**src/logic/tvi_pkg.sv**
```systemverilog
// Constants, carrier types and state encodings of the vectored interrupt unit
package tvi_pkg;

    // ========================================
    // Register map
    localparam logic [7:0] IDX_ENABLE_MAIN = 8'hA8;
    localparam logic [7:0] IDX_PRIORITY_MAIN = 8'hB8;
    localparam logic [7:0] IDX_REQUEST_FLAGS = 8'hC0;
    localparam logic [7:0] IDX_PORT_ENABLE = 8'hE8;
    localparam logic [7:0] IDX_PORT_POLARITY = 8'hE9;
    localparam logic [7:0] IDX_PORT_PRIORITY = 8'hF8;
    localparam logic [7:0] RESET_BYTE = 8'h00;
    localparam logic [7:0] MAIN_PRIORITY_MASK = 8'h1F;

    // Register select codes
    localparam logic [2:0] SEL_NONE = 3'h0;
    localparam logic [2:0] SEL_ENABLE_MAIN = 3'h1;
    localparam logic [2:0] SEL_PRIORITY_MAIN = 3'h2;
    localparam logic [2:0] SEL_REQUEST_FLAGS = 3'h3;
    localparam logic [2:0] SEL_PORT_ENABLE = 3'h4;
    localparam logic [2:0] SEL_PORT_POLARITY = 3'h5;
    localparam logic [2:0] SEL_PORT_PRIORITY = 3'h6;

    // ========================================
    // Bit positions in the main enable and priority registers
    localparam int unsigned GLOBAL_EN_BIT = 7;
    localparam int unsigned UART_BIT = 4;
    localparam int unsigned TIMER_B_BIT = 3;
    localparam int unsigned EXT_B_BIT = 2;
    localparam int unsigned TIMER_A_BIT = 1;
    localparam int unsigned EXT_A_BIT = 0;

    // ========================================
    // Sources in polling order, position 0 polled first
    localparam int unsigned SRC_COUNT = 13;
    localparam int unsigned PORT_LINES = 8;
    localparam int unsigned POS_EXT_A = 0;
    localparam int unsigned POS_TIMER_A = 2;
    localparam int unsigned POS_EXT_B = 4;
    localparam int unsigned POS_TIMER_B = 7;
    localparam int unsigned POS_UART = 10;
    // Poll position of port lines 2 to 9
    localparam int unsigned PORT_POS [PORT_LINES] = '{5, 8, 11, 1, 3, 6, 9, 12};
    localparam logic [15:0] VECTOR_TABLE [SRC_COUNT] = '{
        16'h0003, 16'h0053, 16'h000B, 16'h005B, 16'h0013, 16'h003B, 16'h0063,
        16'h001B, 16'h0043, 16'h006B, 16'h0023, 16'h004B, 16'h0073};

    // ========================================
    // Wake-up clock hold
    localparam int unsigned WAKE_DELAY_OSC = 1536;
    localparam int unsigned OSC_PERIOD_NS = 8;
    localparam int unsigned CLK_PERIOD_NS = 8;
    localparam int unsigned WAKE_CYCLES =
        (WAKE_DELAY_OSC * OSC_PERIOD_NS + CLK_PERIOD_NS - 1) / CLK_PERIOD_NS;
    localparam int unsigned WAKE_CNT_WIDTH = 11;

    // ========================================
    // Carriers and states
    typedef struct packed {
        logic ext_a;
        logic ext_b;
        logic timer_a;
        logic timer_b;
        logic uart;
    } tvi_sources_type;

    typedef struct packed {
        logic req;
        logic high;
        logic [15:0] vector;
    } tvi_offer_type;

    typedef enum logic [1:0] {
        OFFER_QUIET = 2'b00,
        OFFER_POSTED = 2'b01,
        OFFER_SETTLE = 2'b10
    } tvi_offer_state_type;

    typedef enum logic {
        PWR_RUN = 1'b0,
        PWR_WAKE_HOLD = 1'b1
    } tvi_power_state_type;

    function automatic logic [9:0] tvi_byte_addr(input logic [7:0] idx);
        return {idx, 2'b00};
    endfunction

endpackage

```
**src/logic/tvi_arbiter.sv**
```systemverilog
// Fixed-order winner search for high and low priority sources
module tvi_arbiter
    import tvi_pkg::*;
(
    input wire logic [SRC_COUNT-1:0] pending,
    input wire logic [SRC_COUNT-1:0] high_level,
    output logic hi_valid,
    output logic [3:0] hi_index,
    output logic lo_valid,
    output logic [3:0] lo_index
);

    // ========================================
    // Lowest set position wins
    function automatic logic [3:0] first_set(input logic [SRC_COUNT-1:0] vec);
        logic [3:0] pos;
        pos = 4'h0;
        for (int i = SRC_COUNT - 1; i >= 0; i--) begin
            if (vec[i]) begin
                pos = 4'(i);
            end
        end
        return pos;
    endfunction

    always_comb begin
        hi_valid = |(pending & high_level);
        lo_valid = |(pending & ~high_level);
        hi_index = first_set(pending & high_level);
        lo_index = first_set(pending & ~high_level);
    end

endmodule // tvi_arbiter

```
**src/logic/tvi_interrupt_unit.sv**
```systemverilog
// Two-level vectored interrupt controller with APB register access
// What this block does
// - Takes requests from ten external lines, two timers and the UART.
// - Each source has a fixed vector; ties resolve in a fixed polling order.
// - Global enable bit 7 of main enable register gates every source.
// - Main enable bits 4..0 enable UART, timer b, ext b, timer a, ext a.
// - Port enable register bits 7..0 enable port lines 9 down to 2.
// - Each source has a priority bit; port priority holds lines 9..2.
// - Main priority bits 4..0 for UART..ext a; bits 7..5 unused.
// - High priority pending wins over low priority pending.
// - A running low level routine is preempted only by high level.
// - A running high level routine is never preempted.
// - Port pins serve as the inputs of external lines 2 to 9.
// - An enabled port line at its active level wakes from power-down.
// - Polarity register sets lines 9..2 active high (1) or low (0).
// - Enabled line sets its sticky request flag; only software clears it.
// - Port lines are level sensitive, active for one cycle before recognized.
// - A recognized port request is served no sooner than the next cycle.
// - After a wake-up the core clock stays held for 1536 oscillator periods.
// - In idle, an enabled interrupt eligible for an offer drives the idle exit.
module tvi_interrupt_unit
    import tvi_pkg::*;
#(
    parameter int unsigned ADDR_WIDTH = 12
)
(
    input wire logic mclk,
    input wire logic rst,
    input wire logic psel,
    input wire logic penable,
    input wire logic pwrite,
    input wire logic [ADDR_WIDTH-1:0] paddr,
    input wire logic [31:0] pwdata,
    input wire logic [3:0] pstrb,
    output logic [31:0] prdata,
    output logic pready,
    output logic pslverr,
    input wire tvi_sources_type core_sources,
    input wire logic [PORT_LINES-1:0] port_pins,
    output tvi_offer_type offer,
    input wire logic offer_ack,
    input wire logic irq_return,
    input wire logic idle_active,
    output logic idle_exit,
    input wire logic power_down,
    output logic wake_event,
    output logic cpu_clock_hold
);

    // ========================================
    // Elaboration check
    generate
        if (ADDR_WIDTH < 11) begin : g_addr_check
            $error("ADDR_WIDTH must be at least 11");
        end
    endgenerate

    // ========================================
    // Module state
    typedef struct packed {
        logic [7:0] enable_main;
        logic [7:0] priority_main;
        logic [7:0] flags;
        logic [7:0] port_enable;
        logic [7:0] polarity;
        logic [7:0] port_priority;
        logic [7:0] line_prev;
        tvi_offer_state_type offer_state;
        tvi_offer_type offer;
        logic active_hi;
        logic active_lo;
        tvi_power_state_type pwr_state;
        logic [WAKE_CNT_WIDTH-1:0] wake_count;
        logic [31:0] rdata;
        logic slverr;
        logic idle_exit;
        logic wake;
    } tvi_state_type;

    localparam logic [WAKE_CNT_WIDTH-1:0] WAKE_LAST =
        WAKE_CNT_WIDTH'(WAKE_CYCLES - 1);
    localparam logic [WAKE_CNT_WIDTH-1:0] WAKE_ONE = WAKE_CNT_WIDTH'(1);

    tvi_state_type st;
    tvi_state_type next_st;

    logic [SRC_COUNT-1:0] pending;
    logic [SRC_COUNT-1:0] high_level;
    logic hi_valid;
    logic lo_valid;
    logic [3:0] hi_index;
    logic [3:0] lo_index;
    logic [PORT_LINES-1:0] line_act;
    logic [7:0] flag_clear;
    logic [2:0] sel;
    logic setup_phase;
    logic wr_access;
    logic eligible;
    logic pick_high;
    logic [3:0] pick_index;
    logic after_ret_hi;
    logic after_ret_lo;

    // ========================================
    // Address decode
    function automatic logic [2:0] reg_select(input logic [ADDR_WIDTH-1:0] addr);
        logic [2:0] code;
        code = SEL_NONE;
        if (addr[ADDR_WIDTH-1:10] == '0) begin
            unique case (addr[9:0])
                tvi_byte_addr(IDX_ENABLE_MAIN): code = SEL_ENABLE_MAIN;
                tvi_byte_addr(IDX_PRIORITY_MAIN): code = SEL_PRIORITY_MAIN;
                tvi_byte_addr(IDX_REQUEST_FLAGS): code = SEL_REQUEST_FLAGS;
                tvi_byte_addr(IDX_PORT_ENABLE): code = SEL_PORT_ENABLE;
                tvi_byte_addr(IDX_PORT_POLARITY): code = SEL_PORT_POLARITY;
                tvi_byte_addr(IDX_PORT_PRIORITY): code = SEL_PORT_PRIORITY;
                default: code = SEL_NONE;
            endcase
        end
        return code;
    endfunction

    // ========================================
    // Winner search
    tvi_arbiter u_arbiter (
        .pending(pending),
        .high_level(high_level),
        .hi_valid(hi_valid),
        .hi_index(hi_index),
        .lo_valid(lo_valid),
        .lo_index(lo_index)
    );

    // ========================================
    // Next state
    always_comb begin
        next_st = st;
        next_st.idle_exit = 1'b0;
        next_st.wake = 1'b0;
        sel = reg_select(paddr);
        setup_phase = psel && !penable;
        wr_access = psel && penable && pwrite && pstrb[0];

        line_act = ~(port_pins ^ st.polarity);
        next_st.line_prev = line_act;

        // Sticky request flags; a set in the clearing cycle wins
        flag_clear = 8'h00;
        if (wr_access && sel == SEL_REQUEST_FLAGS) begin
            flag_clear = ~pwdata[7:0];
        end
        next_st.flags = (st.flags & ~flag_clear)
            | (line_act & st.line_prev & st.port_enable);

        if (wr_access) begin
            unique case (sel)
                SEL_ENABLE_MAIN: next_st.enable_main = pwdata[7:0];
                SEL_PRIORITY_MAIN: next_st.priority_main =
                    pwdata[7:0] & MAIN_PRIORITY_MASK;
                SEL_PORT_ENABLE: next_st.port_enable = pwdata[7:0];
                SEL_PORT_POLARITY: next_st.polarity = pwdata[7:0];
                SEL_PORT_PRIORITY: next_st.port_priority = pwdata[7:0];
                default: next_st.slverr = st.slverr;
            endcase
        end

        // Read data captured in the setup cycle
        if (setup_phase) begin
            next_st.slverr = (sel == SEL_NONE);
            next_st.rdata = 32'h0000_0000;
            unique case (sel)
                SEL_ENABLE_MAIN: next_st.rdata[7:0] = st.enable_main;
                SEL_PRIORITY_MAIN: next_st.rdata[7:0] = st.priority_main;
                SEL_REQUEST_FLAGS: next_st.rdata[7:0] = st.flags;
                SEL_PORT_ENABLE: next_st.rdata[7:0] = st.port_enable;
                SEL_PORT_POLARITY: next_st.rdata[7:0] = st.polarity;
                SEL_PORT_PRIORITY: next_st.rdata[7:0] = st.port_priority;
                default: next_st.rdata = 32'h0000_0000;
            endcase
        end

        // Pending and priority in polling order
        pending = '0;
        high_level = '0;
        pending[POS_EXT_A] = core_sources.ext_a & st.enable_main[EXT_A_BIT];
        pending[POS_TIMER_A] = core_sources.timer_a & st.enable_main[TIMER_A_BIT];
        pending[POS_EXT_B] = core_sources.ext_b & st.enable_main[EXT_B_BIT];
        pending[POS_TIMER_B] = core_sources.timer_b & st.enable_main[TIMER_B_BIT];
        pending[POS_UART] = core_sources.uart & st.enable_main[UART_BIT];
        high_level[POS_EXT_A] = st.priority_main[EXT_A_BIT];
        high_level[POS_TIMER_A] = st.priority_main[TIMER_A_BIT];
        high_level[POS_EXT_B] = st.priority_main[EXT_B_BIT];
        high_level[POS_TIMER_B] = st.priority_main[TIMER_B_BIT];
        high_level[POS_UART] = st.priority_main[UART_BIT];
        for (int i = 0; i < PORT_LINES; i++) begin
            // Registered flags serve one cycle after recognition
            pending[PORT_POS[i]] = st.flags[i] & st.port_enable[i];
            high_level[PORT_POS[i]] = st.port_priority[i];
        end
        if (!st.enable_main[GLOBAL_EN_BIT]) begin
            pending = '0;
        end

        // Nesting: high runs block all, low runs admit only high
        if (st.active_hi) begin
            eligible = 1'b0;
        end else if (st.active_lo) begin
            eligible = hi_valid;
        end else begin
            eligible = hi_valid || lo_valid;
        end
        pick_high = hi_valid;
        pick_index = hi_valid ? hi_index : lo_index;

        // Return pops the innermost level
        after_ret_hi = st.active_hi;
        after_ret_lo = st.active_lo;
        if (irq_return) begin
            if (st.active_hi) begin
                after_ret_hi = 1'b0;
            end else begin
                after_ret_lo = 1'b0;
            end
        end
        next_st.active_hi = after_ret_hi;
        next_st.active_lo = after_ret_lo;

        // Request offered to the core
        unique case (st.offer_state)
            OFFER_QUIET: begin
                if (eligible) begin
                    next_st.offer.req = 1'b1;
                    next_st.offer.high = pick_high;
                    next_st.offer.vector = VECTOR_TABLE[pick_index];
                    next_st.offer_state = OFFER_POSTED;
                end
            end
            OFFER_POSTED: begin
                if (offer_ack) begin
                    next_st.offer.req = 1'b0;
                    next_st.offer_state = OFFER_SETTLE;
                    if (st.offer.high) begin
                        next_st.active_hi = 1'b1;
                    end else begin
                        next_st.active_lo = 1'b1;
                    end
                end else if (eligible) begin
                    next_st.offer.high = pick_high;
                    next_st.offer.vector = VECTOR_TABLE[pick_index];
                end else begin
                    next_st.offer.req = 1'b0;
                    next_st.offer_state = OFFER_QUIET;
                end
            end
            OFFER_SETTLE: begin
                next_st.offer_state = OFFER_QUIET;
            end
            default: begin
                next_st.offer.req = 1'b0;
                next_st.offer_state = OFFER_QUIET;
            end
        endcase

        // Idle ends when an enabled interrupt is eligible to be offered
        next_st.idle_exit = idle_active && eligible;

        // Power-down wake and clock hold
        unique case (st.pwr_state)
            PWR_RUN: begin
                if (power_down && |(line_act & st.port_enable)) begin
                    next_st.wake = 1'b1;
                    next_st.wake_count = WAKE_LAST;
                    next_st.pwr_state = PWR_WAKE_HOLD;
                end
            end
            PWR_WAKE_HOLD: begin
                if (st.wake_count == '0) begin
                    next_st.pwr_state = PWR_RUN;
                end else begin
                    next_st.wake_count = st.wake_count - WAKE_ONE;
                end
            end
        endcase
    end

    // ========================================
    // State register
    always_ff @(posedge mclk) begin
        if (rst) begin
            st <= '0;
            st.enable_main <= RESET_BYTE;
            st.flags <= RESET_BYTE;
        end else begin
            st <= next_st;
        end
    end

    // ========================================
    // Outputs
    assign pready = psel && penable;
    assign prdata = st.rdata;
    assign pslverr = st.slverr;
    assign offer = st.offer;
    assign idle_exit = st.idle_exit;
    assign wake_event = st.wake;
    assign cpu_clock_hold = (st.pwr_state == PWR_WAKE_HOLD);

endmodule // tvi_interrupt_unit

```
**config.mk**
```make
export PLATFORM = sky130hd
export DESIGN_NAME = tvi_interrupt_unit
export DESIGN_NICKNAME = d
export VERILOG_FILES = /design/src/logic/tvi_pkg.sv /design/src/logic/tvi_arbiter.sv /design/src/logic/tvi_interrupt_unit.sv
export SDC_FILE = /design/constraint.sdc
export NUM_CORES = 1
export LEC_CHECK = 0
export ABC_CLOCK_PERIOD_IN_PS = 2700
export BUFFER_PORTS_ARGS = -buffer_cell sky130_fd_sc_hd__buf_2
export CORE_ASPECT_RATIO = 2
export CORE_MARGIN = 5
export CORE_UTILIZATION = 50
export DETAILED_ROUTE_END_ITERATION = 8
export GPL_TIMING_DRIVEN = 0
export PLACE_DENSITY = 0.76
export SLEW_MARGIN = 5
export SYNTH_ARGS = -nofsm -noshare
export SYNTH_HDL_FRONTEND = slang
export SYNTH_SLANG_ARGS = --single-unit
export TNS_END_PERCENT = 1
```
**constraint.sdc**
```tcl
create_clock -name mclk -period 2.7 [get_ports mclk]
set_clock_uncertainty 0.1 [all_clocks]
set_input_delay 0.27 -clock mclk [delete_from_list [all_inputs] [get_ports mclk]]
set_output_delay 0.27 -clock mclk [all_outputs]
set_load 0.005 [all_outputs]
```
## Word level (Yosys, flattened, before mapping)

Memories as Yosys holds them, arrays and structs flattened.
Index checks and enable logic that the tools add are counted.

| storage, ports and cells | value |
|---|---|
| memory bits (read-only) | 256 |
| bits in registers | 98 |
| output and inout port bits | 55 |
| bits of input ports | 70 |
| memories | 1 |
| word-level logic and storage cells | 153 |

Memories:

| memory | depth | bits a word | read ports | clocked after Yosys merged registers in | write ports | RTL line | source |
|---|---|---|---|---|---|---|---|
| (no name shown) | 16 | 16 | 1 | 0 | 0 | tvi_interrupt_unit.sv:249 | `next_st.offer.vector = VECTOR_TABLE[pick_index];` |

| cells by class | value |
|---|---|
| $lt $le $gt $ge | 1 |
| muxes and demuxes | 56 |
| reduce and logical (&&, ||, !) cells | 27 |
| add/subtract/negate cells | 1 |
| bitwise gates (word level) | 28 |
| equal/unequal tests | 20 |

Operator list:

| kind | count |
|---|---|
| $mux 4 | 27 |
| $eq 10x10->1 const B | 6 |
| $pmux 8 s6 | 1 |
| $mux 17 | 2 |
| $pmux 17 s2 | 1 |
| $and 8x8->8 | 4 |
| $mux 16 | 2 |
| $and 13x13->13 | 2 |
| $reduce_or 13->1 | 2 |
| $not 8->8 | 3 |
| $pmux 12 s2 | 1 |
| $mux 20 | 1 |
| $pmux 3 s6 | 1 |
| $reduce_and 2->1 | 7 |
| $and 1x1->1 | 13 |
| $mux 13 | 1 |
| $not 13->13 | 1 |
| $mux 12 | 1 |
| $logic_not 11->1 | 1 |
| $mux 11 | 1 |
| $sub 11x1->11 const B | 1 |
| $ne 2x2->1 const B | 5 |
| $eq 3x3->1 const B | 3 |
| $mux 1 | 9 |
| other kinds (25) | 37 |

## Depth between registers and ports, before layout

Gate-level depths: netlist (run 1).

| depth | value |
|---|---|
| word-level depth | 24 |
| mapped depth | 12 |
| gate-level depth less buffers | 10 |

## Hierarchy

A second synthesis (run 1) with hierarchy kept.

| unflattened totals | value |
|---|---|
| cell total of the unflattened synthesis | 580 |
| area, all modules | 4979.8 um^2 |

Modules (own cells, without submodules):

| module | area an instance (um^2) | instances | cells each | sequential area each (um^2) |
|---|---|---|---|---|
| tvi_interrupt_unit | 4539.4 | 1 | 512 | 1741.7 |
| tvi_arbiter | 440.4 | 1 | 68 | 0.0 |

## Worst setup path before layout (run 1)

Ideal clock, no wire load.

| path | value |
|---|---|
| path kind | reg2reg |
| from | register st[124] (netlist bit) |
| to | register st, in the netlist offer[5] |
| buffers on the path | 2 |
| setup time | 0.095 ns |
| period minus slack after synthesis | 2.345 ns |
| setup slack | 0.355 ns |
| cell stages (with the launch flop) | 12 |
| arrival | 2.149 ns |
| path through | dfxtp_1 -> buf_4 -> buf_2 -> nand4b_1 -> o211ai_1 -> a2111oi_0 -> o211ai_1 -> a21oi_1 -> ha_1 -> inv_1 -> a21oi_1 -> a221oi_1 |

| between the ends | value |
|---|---|
| cells in the longest elaborated chain, start to end | 23 |
| elaborated cells on any way between the ends | 46 |
| those cells by class | eq/ne: 2; mux: 36; bitwise: 3; reduce/logical: 4; memory: 1 |

Ends and longest elaborated chain:

| item | RTL line | source |
|---|---|---|
| start: declaration | tvi_interrupt_unit.sv:84 | `tvi_state_type st;` |
| start signal: assignment | tvi_interrupt_unit.sv:294 | `st <= next_st;` |
| $mux 13 * | tvi_interrupt_unit.sv:200 | `if (!st.enable_main[GLOBAL_EN_BIT]) begin` |
| $and 13x13->13, on equally long branches | -- |  |
| $mux 4 (13 in a row) | tvi_arbiter.sv:19 | `if (vec[i]) begin` |
| $mux 4 | tvi_interrupt_unit.sv:213 | `pick_index = hi_valid ? hi_index : lo_index;` |
| $not 4->5 (not written as such) | tvi_interrupt_unit.sv:234, tvi_interrupt_unit.sv:249 |  |
| $mem_v2 16x16 | -- |  |
| $mux 16 (not written as such) (2 in a row) | tvi_interrupt_unit.sv:249 |  |
| $mux 17 | tvi_interrupt_unit.sv:247 | `end else if (eligible) begin` |
| $mux 17 | tvi_interrupt_unit.sv:239 | `if (offer_ack) begin` |
| $pmux 17 s2 | tvi_interrupt_unit.sv:229 | `unique case (st.offer_state)` |

Every way passes the cells marked *; elsewhere a longest branch is shown, timed or not. The select of a mux whose other input is x is not followed.
A chain may end at the register's enable or synchronous reset.

## Worst setup path in the final report (run 1)

| path | value |
|---|---|
| from | register st[124] (netlist bit) |
| to | register st, in the netlist offer[6] |

The elaborated chain is that of the path after synthesis.

==> results.ini, run 1 <==
[placed_design]
port-buffer-count=62
placed_cell_area_mm2=0.00549
dp_slack_ns=-0.242
dp_cells=777
hpwl_um=11100
gp_congestion=0.944

[hold_path]
min_path_type=in2reg
min_path_cells=2

[global_routing]
antenna_found_initial=0
grt_pass1_vias=4473
overflow=0
grt_pass1_wl_um=22000
globalRouteTotalUtil=0.240
grt_max_degree=15

[worst_setup_path]
crit_top_cell=buf_6
critPathMaxStageDelay_ns=0.39
critPathArrivalTime_ns=2.73
ff2ff_path_depth=12
endpoint_kind=register
worstPathCellList=buf_6, buf_6, nand4b_1, a211oi_2, a2111oi_2, o211ai_1, a21oi_2, ha_1, inv_1, o21ba_1, o221ai_1, a32o_1
cpMaxStageDelayCell=dfxtp_4
critPathKind=reg2reg
setup.worst_path.start_class=register
cp.required_ns=2.83
worstPathMaxFanout=10

[cells_and_area]
synthToLayoutAreaGrowth_pct=21.3
design_area_mm2=0.00593
drive_gt1_frac=0.259
nets=735
diodes=0
stdcell_count=799

[power]
ir_drop_mv=0.414
powerDensity_mw_per_mm2=475
leakage_nw=2.48

[timing]
fin_crit_sh=0.963
slew_headroom=0.397
finalSetupViolCount=0
hold_slack_ns=0.102
fin_ws_ns=0.0989
rsz0062_at_grt=no
fmax_mhz=384
maxSlewViolCount=0
hold_viol_final=0
worstMarginPinSlew_ns=0.898
setup_tns_ns=0
finalCriticalPeriod_ns=2.60

[cts]
cts_root_buf=clkbuf_16
insertion_delay_ns=0.34
clock_sinks=87
clockBufferDepth=2
numCtsBuffers=9
tritoncts=done
htree_levels=3
path_clk_slew_ns=0.06

[synthesis]
synth_edf_count=0
async_flop_share=0
syn_inst=550
syn-cell-area_mm2=0.00489
synth_cell_types=73
synthTopCellsByArea=dfxtp_1, mux2i_1, buf_4
synthFlopType=dfxtp_1
yosysWarnings=0
yosys_register_bits=87
yosys.area.top_type=dfxtp_1
synth_top_area_share=0.356
seq_area_frac_synth=0.356
syn_avg_cell_area_um2=8.89

[run_status]
status=finished clean

[route]
via_per_inst=5.62
vias=4494
drcViolationCount=0
wirelength_um=14300
first_pass_iters=5
drtAntennaViolNets=0
drt_iter0_markers=233
wl_per_cell_um=17.9

[floorplanning]
die-area_mm2=0.0120
initial_utilization=0.508
pin_count=125
core_area_mm2=0.00964
die_h_um=150
dieWidth_um=79.9
rows=51

[run]
drv_cap=0

[synth_stat cells (all sizes together) (6+ instances only)]
cell    instances
and2           11
o21ai          26
nand2b         10
xnor2          15
a21oi          41
nand4          19
nor2           44
nor3            6
inv            15
buf            60
mux2i          42
nand3          16
clkbuf         13
and4b           7
nand4b          7
a221oi         12
nand2          34
dfxtp          87
[sequential cells by signal, summed over array words and instances, names as in the netlist]
signal / flops
st: 55
high_level: 13
prdata: 8
offer: 7
cpu_clock_hold: 1
idle_exit: 1
pslverr: 1
wake_event: 1
[cell usage in the layout, fill, tap and decap left out, types with 6 or more instances in the layout]
master	instances
a221oi_1	12
mux2i_1	42
nand4_1	18
buf_2	65
nand2b_1	9
o21ai_0	15
and2_1	11
conb_1	34
inv_1	14
nand2_1	34
nor2_1	44
a21oi_1	40
buf_4	58
clkbuf_16	9
o21ai_1	10
dfxtp_1	86
and4b_1	6
xnor2_1	15
nand4b_1	7
clkbuf_1	14
nand3_1	15
[layer usage]
layer | vias to the layer above | track usage | routed length [um]
met1 | 2086 | 0.225 | 4750
met3 | 64 | 0.0452 | 911
met4 | 0 | 0.173 | 1090
li1 | 2147 | - | -
met5 | - | 0 | 0
met2 | 197 | 0.444 | 7550
[cell type report]
cell class | instances | area (um2)
Buffer | 73 | 510
Clock buffer | 11 | 243
Clock inverter | 5 | 81.3
Fill cell | 864 | 3700
Inverter | 15 | 56.3
Multi-Input combinational cell | 408 | 2780
Sequential cell | 87 | 1750
Tap cell | 132 | 165
Timing Repair Buffer | 68 | 355
[logic make-up after synthesis]
| group | synth area share |
|---|---|
| simple gates | 0.238 |
| compound gates | 0.165 |
| buf+inv | 0.113 |
| flops | 0.356 |
| mux | 0.0859 |
| xor+xnor | 0.0340 |
| fa+ha+maj | 0.00767 |
| other cells | 0.000767 |
[path summary, 6_finish.rpt]
| path | start | end | slack [ns] |
|---|---|---|---|
| worst max-delay path | st[124] | offer[6] | 0.1 |
| worst min-delay path | idle_active | idle_exit | 0.10 |
| worst max register to register | st[124] | offer[6] | 0.1 |
| worst min register to register | pslverr | pslverr | 0.35 |
[worst max-delay path, delay by kind of cell, from the launching register on]
kind / cells / cell delay [ns]
fa+ha+maj: 1 / 0.21
flops: 1 / 0.39
buf+inv: 3 / 0.38
compound gates: 7 / 1.21
simple gates: 1 / 0.19
[stage by stage]
| stage | utilization | power (W) |
|---|---|---|
| after floorplan | - | 0.00143 |
| after global placement | 0.570 | 0.00150 |
| after detailed placement | 0.570 | 0.00151 |
| after CTS | 0.606 | 0.00283 |
| after global routing | 0.616 | 0.00290 |
| final | 0.616 | 0.00282 |
[power breakdown]
group	total [W]	internal [W]	switching, W
Combinational	0.000181	0.0000820	0.0000992
Sequential	0.00130	0.00129	0.00000443
Clock	0.00134	0.000836	0.000503
[repair_timing]
item                       4_1_cts  5_1_grt
pin swaps                        1        8
gates cloned                     0        0
hold buffers                     0        0
buffers inserted                 1        5
setup endpoints to repair        3        3
gates resized for setup          6       11
(Power assumes the default switching activity.)
==> run 2: changes to the inputs <==
- RECOVER_POWER: not set -> 100
==> run 2 against run 1 <==
Clock power about the same; sequential cell count unchanged; sequential power about the same; first-iteration DRC count increased by 11%; die area unchanged; clock-buffer cell count unchanged.
==> results.ini, run 2 (same netlist as run 1, synthesis figures left out) <==
[cells_and_area]
max_flop_register=st
mostFrequentLayoutCell=dfxtp_1
largest_register_ffs=55
fillCellCount=877
final_cell_mix=dfxtp_1, buf_2, nor2_1, buf_4, mux2i_1
synthToLayoutAreaGrowth_pct=20.5
diodes=0
nets=735
drive_gt1_frac=0.243
fin_util=0.612

[cts]
htree_levels=3
insertion_delay_ns=0.34
clock_sinks=87
path_clk_slew_ns=0.06
cts_root_buf=clkbuf_16
tritoncts=done
clockBufferDepth=2
hold_buffers=0
numCtsBuffers=9

[floorplanning]
dieWidth_um=79.9
rows=51
pin_count=125
initial_utilization=0.508
die_h_um=150
die-area_mm2=0.0120
core_area_mm2=0.00964

[worst_setup_path]
crit_top_cell=buf_6
cp.required_ns=2.83
worstPathMaxFanout=10
worstPathCellList=buf_6, buf_6, nand4b_1, a211oi_2, a2111oi_2, o211ai_1, a21oi_2, ha_1, inv_1, o21ba_1, o221ai_1, a32o_1
critPathArrivalTime_ns=2.73
critPathMaxStageDelay_ns=0.39
setup.worst_path.start_class=register
critPathKind=reg2reg
cpMaxStageDelayCell=dfxtp_4
endpoint_kind=register

[route]
via_per_inst=5.58
drcViolationCount=0
met1_length_um=4770
wl_met3_um=832
vias=4460
drtAntennaViolNets=0
wirelength_um=14200
wl_met2_um=7620
highest_layer=met4
drt_iter0_markers=258
first_pass_iters=7
wl_per_cell_um=17.8

[power]
ir_drop_mv=0.412
powerDensity_mw_per_mm2=477
leakage_nw=2.43

[run]
drv_cap=0

[global_routing]
antenna_found_initial=0
globalRouteTotalUtil=0.240
grt_max_degree=15
overflow=0
grt_pass1_wl_um=22000
grt_pass1_vias=4473

[placed_design]
port-buffer-count=62
gp_congestion=0.944
hpwl_um=11100

[timing]
hold_viol_final=0
finalCriticalPeriod_ns=2.59
worstMarginPinSlew_ns=0.902
maxSlewViolCount=0
hold_slack_ns=0.103
finalSetupViolCount=0
fin_crit_sh=0.961
slew_headroom=0.394
rsz0062_at_grt=no
fmax_mhz=385

[run_status]
status=finished clean

[hold_path]
min_path_type=in2reg

==> run 2: cell types whose count changed in the layout (fill, tap and decap cells not counted), sizes merged <==
cell	change
clkbuf	+24
buf	-24
==> run 2: metal layers <==
layer	vias to the layer above	track usage
met5	-	0
met4	0	0.173
met3	58	0.0452
met2	187	0.444
met1	2067	0.225
li1	2148	-
==> run 2: final timing paths <==
check	from	endpoint	slack, ns	depth (start not counted)
setup reg to reg	st[124]	offer[6]	0.11	12
setup / recovery	st[124]	offer[6]	0.11	12
hold / removal	idle_active	idle_exit	0.10	2
hold reg to reg	pslverr	pslverr	0.35	2
==> run 2: timing repair <==
| item | CTS | global route |
|---|---|---|
| endpoints found under the setup margin | 3 | 3 |
| pin swaps | 1 | 8 |
| setup buffers | 1 | 5 |
| resized for setup | 6 | 11 |
==> run 2: critical path: cells and delay by family (launching register included) <==
kind	cells	cell delay [ns]
flip-flops	1	0.39
buffers and inverters	3	0.39
AND/OR/NAND/NOR	1	0.19
adder cells (fa/ha/maj)	1	0.21
AO/OA/AOI/OAI	7	1.21
==> run 2: through the flow <==
| step | instances | instance area (um2) | power (W) | setup slack [ns] | setup TNS [ns] |
|---|---|---|---|---|---|
| final | 799 | 5900 | 0.00281 | 0.105 | 0 |
| after global routing | 799 | 5900 | 0.00290 | 0.00327 | 0 |
| after CTS | 794 | 5840 | 0.00283 | -0.0318 | -0.0342 |
| after detailed placement | 777 | 5490 | 0.00151 | -0.242 | -0.421 |
| after global placement | 777 | 5490 | 0.00150 | -0.299 | -0.635 |
| after floorplan | 583 | 5020 | 0.00143 | 0.355 | 0 |
==> run 2: final cells by class <==
class	count	area, um2	share of cell area
inverter	15	56.3	0.00955
timing repair buffer	68	347	0.0588
tap	132	165	0.0280
sequential	87	1750	0.296
clock inverter	5	81.3	0.0138
multi-input combinational	408	2760	0.468
clock buffer	11	243	0.0412
buffer	73	498	0.0845
==> run 2: where the power goes <==
group	total (W)	internal (W)	leakage [nW]	switching [W]
logic	0.000179	0.0000803	1.57	0.0000985
registers	0.00130	0.00129	0.704	0.00000445
clock network	0.00134	0.000836	0.156	0.000501
total	0.00281	0.00221	2.43	0.000604
==> run 3: changes to the inputs <==
- PLACE_DENSITY: 0.76 -> not set
- PLACE_DENSITY_LB_ADDON: not set -> 0.3
==> run 3 against run 2 <==
The flow now finishes with violations (negative setup slack); sequential cell count unchanged; combinational power about the same; die area unchanged; fmax down 5.1%; clock-buffer cell count unchanged; clock power about the same; first-iteration DRC count down 9.3%; final cell count up 1.3%; core utilization up 1.9 points; worst hold slack worse by 0.0060 ns; global-route usage up 0.19 points.
==> results.ini, run 3 (same netlist as run 1, synthesis figures left out) <==
[cells_and_area]
nets=745
fillCellCount=814
synthToLayoutAreaGrowth_pct=24.2
largest_register_ffs=55
mostFrequentLayoutCell=dfxtp_1
drive_gt1_frac=0.263
final_cell_mix=dfxtp_1, buf_2, buf_4, nor2_1, mux2i_1
multi_input_area_mm2=0.00280
seqCellArea_mm2=0.00175
diodes=0
max_flop_register=st

[route]
first_pass_iters=5
vias=4591
drtAntennaViolNets=0
wirelength_um=14900
drt_iter0_markers=234
drcViolationCount=0
wl_per_cell_um=18.4
via_per_inst=5.67

[cts]
clockBufferDepth=2
cts_root_buf=clkbuf_16
htree_levels=3
numCtsBuffers=9
tritoncts=done
clock_sinks=87
hold_buffers=0
insertion_delay_ns=0.34
path_clk_slew_ns=0.07

[run]
drv_cap=0

[placed_design]
port-buffer-count=62
hpwl_um=11200
gp_congestion=0.935

[run_status]
violations=negative setup slack
status=finished, violations left

[floorplanning]
die_h_um=150
die-area_mm2=0.0120
rows=51
dieWidth_um=79.9
initial_utilization=0.508
pin_count=125
core_area_mm2=0.00964

[global_routing]
grt_pass1_vias=4491
antenna_found_initial=0
grt_max_degree=15
grt_pass1_wl_um=22200
globalRouteTotalUtil=0.242
overflow=0

[timing]
slew_headroom=0.419
worstMarginPinSlew_ns=0.865
hold_slack_ns=0.0965
hold_viol_final=0
finalSetupViolCount=1
rsz0062_at_grt=yes
fin_ws_ns=-0.0327
maxSlewViolCount=0
fin_crit_sh=1.01
finalCriticalPeriod_ns=2.73
fmax_mhz=366

[worst_setup_path]
critPathArrivalTime_ns=2.88
endpoint_kind=register
worstPathMaxFanout=7
cp.required_ns=2.85
setup.worst_path.start_class=register
critPathKind=reg2reg

[power]
ir_drop_mv=0.378
powerDensity_mw_per_mm2=464
finalPower_w=0.00282
leakage_nw=2.49

[hold_path]
min_path_type=in2reg

==> run 3: changes by cell type in the layout (fill, tap and decap cells not counted), moves of 2 or more <==
cell,change
buf_6,-3
and2_0,-2
o21ai_1,+6
clkbuf_4,-2
buf_4,+10
clkbuf_16,+3
and2_1,+2
buf_8,+3
o21ba_1,-2
o21ai_0,-6
==> run 3: metal layers <==
| metal | vias up | global-route usage | wire (um) |
|---|---|---|---|
| met4 | 0 | 0.155 | 869 |
| met3 | 62 | 0.0488 | 871 |
| met1 | 2162 | 0.228 | 5100 |
| met2 | 199 | 0.454 | 8080 |
| li1 | 2168 | - | - |
| met5 | - | 0 | 0 |
==> run 3: where the power goes <==
group | internal, W | total (W) | switching (W) | leakage, nW
registers | 0.00129 | 0.00130 | 0.00000474 | 0.704
logic | 0.0000806 | 0.000178 | 0.0000978 | 1.63
clock network | 0.000836 | 0.00134 | 0.000509 | 0.156
total | 0.00221 | 0.00282 | 0.000611 | 2.49
==> run 3: final cells by class <==
| class | instances | share of cell area |
|---|---|---|
| clock buffer | 11 | 0.0400 |
| multi-input combinational | 408 | 0.461 |
| timing repair buffer | 78 | 0.0780 |
| tap | 132 | 0.0272 |
| sequential | 87 | 0.287 |
| inverter | 15 | 0.00927 |
| clock inverter | 5 | 0.0134 |
| buffer | 73 | 0.0842 |
==> run 3: path summary, 6_finish.rpt <==
kind,startpoint,end,slack [ns],cells after the start
max reg2reg,st[124],offer[5],-0.03,12
min reg2reg,offer[4],offer[4],0.35,2
max,st[124],offer[5],-0.03,12
min,idle_active,idle_exit,0.1,2
==> run 3: critical path, cell delays in order (launching register included) <==
cell	delay (ns)
dfxtp_4	0.40
buf_8	0.15
buf_4	0.13
clkbuf_16	0.14
nand4b_1	0.16
nand2b_1	0.14
a2111oi_4	0.33
o211ai_1	0.21
a21oi_2	0.21
ha_1	0.25
inv_1	0.07
a21oi_1	0.07
a221oi_2	0.27
==> run 3: metrics by stage <==
step | setup TNS [ns] | area (um2) | utilization | cells | setup WS, ns
global route | -0.426 | 6080 | 0.631 | 809 | -0.0934
detailed placement | -0.582 | 5490 | 0.570 | 777 | -0.284
finish | -0.0327 | 6080 | 0.631 | 809 | -0.0327
CTS | 0 | 5890 | 0.611 | 797 | 0.0303
floorplan | 0 | 5020 | - | 583 | 0.355
global placement | -0.635 | 5490 | 0.570 | 777 | -0.287
==> run 3: repair_timing <==
item	in CTS	in global routing
setup buffers	4	9
gates resized for setup	13	16
endpoints found under the setup margin	3	3
gates cloned	0	3
pin swaps	6	13
